### src/tsf_defs.svh
// Purpose: offsets, field positions and reset values of the status block
// Assumes: 32-bit word-aligned byte addresses on the register bus
// Notes:   definitions only
`ifndef TSF_DEFS_SVH
`define TSF_DEFS_SVH

// register byte offsets
`define TSF_OFS_STATUS   4'h0
`define TSF_OFS_MCODE    4'h4
`define TSF_OFS_CTRL     4'h8

// status word field positions
`define TSF_B_AUTO       2
`define TSF_B_MANUAL     3
`define TSF_B_RUN        4
`define TSF_B_DONE       5
`define TSF_B_OPT_WAIT   6
`define TSF_B_MRST_WAIT  7
`define TSF_B_MSTROBE    8
`define TSF_B_CSTART     9
`define TSF_B_T_DONE     13
`define TSF_B_T_ERR      14
`define TSF_B_T_OVER     15

// control word field positions
`define TSF_C_MRST       0

// reset values and limits
`define TSF_STATUS_RST   16'h0000
`define TSF_MCODE_RST    16'h0000
`define TSF_MCODE_MAX    16'h03e7

`endif

### src/tsf_pkg.sv
// Purpose: shared types of the task status block
// Assumes: nothing
// Notes:   constants live in tsf_defs.svh
package tsf_pkg;

    // operating mode code reported by the unit
    typedef enum logic [1:0] {
        TSF_MODE_OTHER  = 2'h0,
        TSF_MODE_AUTO   = 2'h1,
        TSF_MODE_MANUAL = 2'h2
    } tsf_mode_e;

    // bus slave states, one-hot
    typedef enum logic [1:0] {
        TSF_ST_IDLE = 2'h1,
        TSF_ST_ACK  = 2'h2
    } tsf_bus_st_e;

    typedef logic [15:0] tsf_word_t;

endpackage

### src/tsf_reg_if.sv
// Purpose: register access strobes between bus slave and status core
// Assumes: single clock
// Notes:   wr_stb is a one-cycle pulse on the completing edge
`timescale 1ns/1ps
interface tsf_reg_if #(
    parameter int AW = 4
);
    logic          wr_stb;
    logic [AW-1:0] addr;
    logic [31:0]   wdata;
    logic [31:0]   rdata;

    modport slave (
        output wr_stb,
        output addr,
        output wdata,
        input  rdata
    );
    modport core (
        input  wr_stb,
        input  addr,
        input  wdata,
        output rdata
    );
endinterface

### src/tsf_teach.sv
// Purpose: teaching completed, error and address-over flags
// Assumes: all inputs come from logic on the same clock
// Notes:   a set in the same cycle as a clear wins
`timescale 1ns/1ps
module tsf_teach (
    input  wire logic clock,
    input  wire logic arst_n,
    input  wire logic teach_cmd,
    input  wire logic teach_done,
    input  wire logic teach_ok,
    input  wire logic teach_err,
    input  wire logic teach_addr_over,
    input  wire logic teach_addr_set_done,
    output logic      t_done_reg,
    output logic      t_err_reg,
    output logic      t_over_reg
);
    logic cmd_prev_reg;
    logic cmd_fall;
    logic err_clear;

    assign cmd_fall  = cmd_prev_reg && !teach_cmd;
    assign err_clear = teach_ok || teach_addr_set_done;

    always_ff @(posedge clock or negedge arst_n) begin
        if (!arst_n) begin
            cmd_prev_reg <= 1'b0;
        end else begin
            cmd_prev_reg <= teach_cmd;
        end
    end

    always_ff @(posedge clock or negedge arst_n) begin
        if (!arst_n) begin
            t_done_reg <= 1'b0;
        end else if (teach_done) begin
            t_done_reg <= 1'b1;
        end else if (cmd_fall) begin
            t_done_reg <= 1'b0;
        end
    end

    always_ff @(posedge clock or negedge arst_n) begin
        if (!arst_n) begin
            t_err_reg  <= 1'b0;
            t_over_reg <= 1'b0;
        end else begin
            if (teach_err) begin
                t_err_reg <= 1'b1;
            end else if (err_clear) begin
                t_err_reg <= 1'b0;
            end
            if (teach_addr_over) begin
                t_over_reg <= 1'b1;
            end else if (err_clear) begin
                t_over_reg <= 1'b0;
            end
        end
    end
endmodule

### src/tsf_avs.sv
// Purpose: Avalon-MM slave front end, one wait cycle per access
// Assumes: master holds its request until waitrequest is low
// Notes:   readdata is captured in the wait cycle
`timescale 1ns/1ps
module tsf_avs #(
    parameter int AW = 4
) (
    input  wire logic          clock,
    input  wire logic          arst_n,
    input  wire logic [AW-1:0] address,
    input  wire logic          read,
    input  wire logic          write,
    input  wire logic [31:0]   writedata,
    output logic               waitrequest,
    output logic [31:0]        readdata,
    tsf_reg_if.slave           rif
);
    tsf_pkg::tsf_bus_st_e state_reg;
    logic                 req;

    assign req         = read || write;
    assign waitrequest = state_reg[0];
    assign rif.addr    = address;
    assign rif.wdata   = writedata;
    assign rif.wr_stb  = write && (state_reg == tsf_pkg::TSF_ST_ACK);

    always_ff @(posedge clock or negedge arst_n) begin
        if (!arst_n) begin
            state_reg <= tsf_pkg::TSF_ST_IDLE;
        end else begin
            case (state_reg)
                tsf_pkg::TSF_ST_IDLE: begin
                    if (req) begin
                        state_reg <= tsf_pkg::TSF_ST_ACK;
                    end
                end
                tsf_pkg::TSF_ST_ACK: begin
                    state_reg <= tsf_pkg::TSF_ST_IDLE;
                end
                default: begin
                    state_reg <= tsf_pkg::TSF_ST_IDLE;
                end
            endcase
        end
    end

    always_ff @(posedge clock or negedge arst_n) begin
        if (!arst_n) begin
            readdata <= 32'h0000_0000;
        end else if (read && state_reg == tsf_pkg::TSF_ST_IDLE) begin
            readdata <= rif.rdata;
        end
    end
endmodule

### src/tsf_top.sv
// Purpose: read-only status word of one motion task, over Avalon-MM
// Assumes: unit status inputs are on clock; cycle_start is a pin
// Notes:   auxiliary code word and a control word sit beside the status
//
// Implementation choices: the Avalon-MM interface to the registers and the register offsets.
`timescale 1ns/1ps
`include "tsf_defs.svh"
module tsf_top #(
    parameter int AW = 4
) (
    input  wire logic                clock,
    input  wire logic                arst_n,
    input  wire logic [AW-1:0]       address,
    input  wire logic                read,
    input  wire logic                write,
    input  wire logic [31:0]         writedata,
    output logic                     waitrequest,
    output logic [31:0]              readdata,
    input  wire tsf_pkg::tsf_mode_e  unit_mode,
    input  wire logic                prog_running,
    input  wire logic                program_end_instruction,
    input  wire logic                opt_input_wait,
    input  wire logic                mcode_reset_wait,
    input  wire logic                mcode_valid,
    input  wire logic [15:0]         mcode_value,
    input  wire logic                mcode_reset,
    input  wire logic                cycle_start,
    input  wire logic                teach_cmd,
    input  wire logic                teach_done,
    input  wire logic                teach_ok,
    input  wire logic                teach_err,
    input  wire logic                teach_addr_over,
    input  wire logic                teach_addr_set_done,
    output tsf_pkg::tsf_word_t       task_status_flags,
    output tsf_pkg::tsf_word_t       mcode_word
);
    tsf_reg_if #(.AW(AW)) rif ();

    logic auto_reg;
    logic manual_reg;
    logic run_reg;
    logic run_prev_reg;
    logic done_reg;
    logic opt_wait_reg;
    logic mrst_wait_reg;
    logic mstrobe_reg;
    logic cs_meta_reg;
    logic cs_sync_reg;
    logic cs_prev_reg;
    logic cs_flag_reg;
    logic t_done_reg;
    logic t_err_reg;
    logic t_over_reg;
    logic sw_mrst;
    logic mcode_set;
    logic mcode_clr;
    logic run_start;
    tsf_pkg::tsf_word_t mcode_reg;

    function automatic logic hit(input logic [AW-1:0] a,
                                 input logic [AW-1:0] ofs);
        hit = (a == ofs);
    endfunction

    tsf_avs #(.AW(AW)) u_avs (
        .clock       (clock),
        .arst_n      (arst_n),
        .address     (address),
        .read        (read),
        .write       (write),
        .writedata   (writedata),
        .waitrequest (waitrequest),
        .readdata    (readdata),
        .rif         (rif.slave)
    );

    tsf_teach u_teach (
        .clock               (clock),
        .arst_n              (arst_n),
        .teach_cmd           (teach_cmd),
        .teach_done          (teach_done),
        .teach_ok            (teach_ok),
        .teach_err           (teach_err),
        .teach_addr_over     (teach_addr_over),
        .teach_addr_set_done (teach_addr_set_done),
        .t_done_reg          (t_done_reg),
        .t_err_reg           (t_err_reg),
        .t_over_reg          (t_over_reg)
    );

    // unused positions are constant zero; status takes no writes
    assign task_status_flags = {t_over_reg, t_err_reg, t_done_reg,
                                3'h0,
                                cs_flag_reg, mstrobe_reg, mrst_wait_reg,
                                opt_wait_reg, done_reg, run_reg,
                                manual_reg, auto_reg,
                                2'h0};
    assign mcode_word        = mcode_reg;

    // software write of 1 to the control word clears the auxiliary code strobe
    assign sw_mrst   = rif.wr_stb && hit(rif.addr, `TSF_OFS_CTRL)
                       && rif.wdata[`TSF_C_MRST];
    assign mcode_set = mcode_valid && (mcode_value <= `TSF_MCODE_MAX);
    assign mcode_clr = mcode_reset || sw_mrst;
    assign run_start = prog_running && !run_prev_reg;

    always_comb begin
        rif.rdata = 32'h0000_0000;
        if (hit(rif.addr, `TSF_OFS_STATUS)) begin
            rif.rdata = {16'h0000, task_status_flags};
        end else if (hit(rif.addr, `TSF_OFS_MCODE)) begin
            rif.rdata = {16'h0000, mcode_reg};
        end
    end

    // mode flags
    always_ff @(posedge clock or negedge arst_n) begin
        if (!arst_n) begin
            auto_reg   <= 1'b0;
            manual_reg <= 1'b0;
        end else begin
            auto_reg   <= (unit_mode == tsf_pkg::TSF_MODE_AUTO);
            manual_reg <= (unit_mode == tsf_pkg::TSF_MODE_MANUAL);
        end
    end

    // program execution and completion
    always_ff @(posedge clock or negedge arst_n) begin
        if (!arst_n) begin
            run_reg      <= 1'b0;
            run_prev_reg <= 1'b0;
        end else begin
            run_reg      <= prog_running;
            run_prev_reg <= prog_running;
        end
    end

    // completion stays until the next program start
    always_ff @(posedge clock or negedge arst_n) begin
        if (!arst_n) begin
            done_reg <= 1'b0;
        end else if (program_end_instruction) begin
            done_reg <= 1'b1;
        end else if (run_start) begin
            done_reg <= 1'b0;
        end
    end

    // pause reasons
    always_ff @(posedge clock or negedge arst_n) begin
        if (!arst_n) begin
            opt_wait_reg  <= 1'b0;
            mrst_wait_reg <= 1'b0;
        end else begin
            opt_wait_reg  <= opt_input_wait;
            mrst_wait_reg <= mcode_reset_wait;
        end
    end

    // auxiliary code and its strobe; an output beats a reset
    always_ff @(posedge clock or negedge arst_n) begin
        if (!arst_n) begin
            mstrobe_reg <= 1'b0;
            mcode_reg   <= `TSF_MCODE_RST;
        end else if (mcode_set) begin
            mstrobe_reg <= 1'b1;
            mcode_reg   <= mcode_value;
        end else if (mcode_clr) begin
            mstrobe_reg <= 1'b0;
        end
    end

    // cycle start pin synchroniser
    always_ff @(posedge clock or negedge arst_n) begin
        if (!arst_n) begin
            cs_meta_reg <= 1'b0;
            cs_sync_reg <= 1'b0;
            cs_prev_reg <= 1'b0;
        end else begin
            cs_meta_reg <= cycle_start;
            cs_sync_reg <= cs_meta_reg;
            cs_prev_reg <= cs_sync_reg;
        end
    end

    always_ff @(posedge clock or negedge arst_n) begin
        if (!arst_n) begin
            cs_flag_reg <= 1'b0;
        end else if (cs_sync_reg && !cs_prev_reg) begin
            cs_flag_reg <= 1'b1;
        end else if (!cs_sync_reg) begin
            cs_flag_reg <= 1'b0;
        end
    end
endmodule

### config.mk
export PLATFORM = sky130hd
export DESIGN_NAME = tsf_top
export DESIGN_NICKNAME = d
export VERILOG_FILES = /design/src/tsf_pkg.sv /design/src/tsf_reg_if.sv /design/src/tsf_teach.sv /design/src/tsf_avs.sv /design/src/tsf_top.sv
export VERILOG_INCLUDE_DIRS = /design/src
export SDC_FILE = /design/constraint.sdc
export NUM_CORES = 1
export LEC_CHECK = 0
export BUFFER_PORTS_ARGS = -buffer_cell sky130_fd_sc_hd__buf_2
export CAP_MARGIN = 0
export CORE_MARGIN = 1.5
export CORE_UTILIZATION = 40
export DETAILED_ROUTE_END_ITERATION = 6
export GPL_ROUTABILITY_DRIVEN = 1
export PLACE_DENSITY_LB_ADDON = 0.05
export SETUP_SLACK_MARGIN = 0.4
export SYNTH_ARGS = -nofsm -noshare
export SYNTH_HDL_FRONTEND = slang
export SYNTH_HIERARCHICAL = 1
export SYNTH_SLANG_ARGS = --single-unit
### constraint.sdc
create_clock -name clock -period 1.55 [get_ports clock]
set_input_delay 0.465 -clock clock [delete_from_list [all_inputs] [get_ports clock]]
set_output_delay 0.465 -clock clock [all_outputs]
set_load 0.01 [all_outputs]
==> flow_metrics.tcl <==
set metrics [dict create \
    hold_class "input pin to flop" \
    outcome "complete, but fails checks" \
    drt-initial-drc-count 50 \
    grt_pass1_vias 2060 \
    pin_count 136 \
    startpoint_type "input pin" \
    clock.fmax_mhz 590 \
    power_frac_seq 0.378 \
    final.min_clock_period_ns 1.69 \
    multi_input_area_um2 1090 \
    ir_drop_v 0.000538 \
    final_cell_mix "buf_2, buf_4, dfrtp_1" \
    antenna_found_initial 0 \
    die_w_um 87.1 \
    setup_viol 25 \
    fin_skew_ns 0.00684 \
    final_common_cell "buf_2" \
    cpPeakStageDelay_ns 0.52 \
    fp.dieArea_um2 7580 \
    cts_tree "built" \
    clkLatencyLatePin_ns 0.33 \
    numPlacedInstances 380 \
    dr_total_vias 2038 \
    grtUsageTotal 0.185 \
    grt_pass1_wl_um 10400 \
    p_leak_nw 2.47 \
    post-route-util 0.652 \
    antenna_cells 0 \
    viasPerCell 4.30 \
    syn_inst 185 \
    drc 0 \
    fin_nets 444 \
    crit_family "simple AND/OR/NAND/NOR gates" \
    wire_per_inst_um 14.0 \
    setup.worst_path.class "input pin to flop" \
    first_pass_iters 4 \
    slowest_stage "or4b_4" \
    rows 30 \
    clk_pin_slew_ns 0.07 \
    synth_warnings 6 \
    clockRootBuffer "clkbuf_8" \
    synthToLayoutAreaGrowth_pct 57.5 \
    finalHoldViolations 0 \
    period_share 1.09 \
    grt_max_degree 35 \
    drive_gt1_frac 0.653 \
    numPortBuffers 99 \
    clockBufferDepth 2 \
    clockPowerShare 0.217 \
    powerDensity_nw_per_um2 1320 \
    crit_required_ns 1.76 \
    postRouteAntennaNets 0 \
    gp_congestion 0.639 \
    netlist_area_um2 2830 \
    cp.arrival_ns 1.91 \
    crit_path_end_kind "flop" \
    htree_levels 3 \
    p_int_mw 4.22 \
    clkSinkCount 65 \
    die_h_um 87.1 \
    numCtsBuffers 9 \
    fillCellCount 551 \
    crit_fanout 13 \
    power.switching_mw 1.64 \
    coreArea_um2 6830 \
    final_max_slew_viol_count 0 \
    seq_area_um2 1630 \
    avgSynthCellArea_um2 15.3 \
    rsz0062_at_grt "yes" \
    crit_chain "buf_6 > or4b_4 > nor4_2 > o21a_1 > buf_12 > mux2_2" \
    largest_reg_flops 32 \
    overflow 0 \
    final_cells 474 \
    p_sw_frac 0.280 \
    failed_checks "setup timing" \
    crit_buf_inv 2 \
    comb_power_share 0.405 \
    layout_setup_ws_ns -0.144 \
    start_util 0.414 \
    dpl.hpwl_um 3880 \
    wl_um 6630 \
    maxCapViolations 0 \
]
## power by group through the flow
stage          logic [mW]  registers, mW  clock network, mW
2_1_floorplan       0.793           2.39                  0
3_3_place_gp         1.40           2.27                  0
3_5_place_dp         1.41           2.27                  0
4_1_cts              2.18           2.21               1.33
5_1_grt              2.53           2.26               1.38
6_report             2.38           2.22               1.27
## cell type report
class,instances,area share
sequential,65,0.366
timing repair buffer,185,0.323
multi-input combinational,110,0.244
clock buffer,11,0.0318
tap,96,0.0270
clock inverter,5,0.00702
inverter,2,0.00169
## worst paths after layout
| check | start | endpoint | slack, ns | cells after the start |
|---|---|---|---|---|
| max in group asynchronous | arst_n | u_avs/state_reg[0] | 0.55 | 3 |
| setup / recovery | mcode_value[15] | mcode_word[6] | -0.14 | 6 |
| min in group asynchronous | arst_n | u_avs/readdata[27] | 0.52 | 2 |
| setup reg to reg | u_avs/state_reg[0] | u_avs/readdata[18] | -0.01 | 6 |
| hold / removal | cycle_start | cs_meta_reg | 0.24 | 1 |
| hold reg to reg | cs_meta_reg | cs_sync_reg | 0.35 | 0 |
## per-layer routing
metal | GRT usage | part of all wire
met5 | 0 | 0
met4 | 0.0645 | 0.010
met2 | 0.312 | 0.50
met3 | 0.0607 | 0.055
met1 | 0.220 | 0.43
## worst reg2reg max path, cell delays in order (launching register included)
cell and delay (ns):
dfstp_2 0.55, buf_6 0.11, nand3b_4 0.10, buf_12 0.15, buf_8 0.12, buf_16 0.14, mux2_4 0.29
## timing repair
| action | in CTS | in global routing |
|---|---|---|
| resized for setup | 21 | 9 |
| cloned | 4 | 0 |
| endpoints found under the setup margin | 109 | 109 |
| hold buffers | 1 | 0 |
| endpoints found under the hold margin | 6 | 0 |
| buffers inserted | 50 | 23 |
## stage by stage
step / hold WS [ns] / setup WS, ns / TNS [ns] / instance area (um2) / total power [mW]
2_1_floorplan: 0.169 / -0.389 / -4.21 / 2950 / 3.18
3_3_place_gp: 0.336 / -0.471 / -6.63 / 3460 / 3.67
3_5_place_dp: 0.336 / -0.517 / -7.25 / 3460 / 3.68
4_1_cts: 0.208 / -0.120 / -1.30 / 4230 / 5.72
5_1_grt: 0.216 / -0.156 / -2.86 / 4450 / 6.17
6_report: 0.236 / -0.144 / -1.56 / 4450 / 5.87
Note: power is estimated with default switching activity, not from simulation.
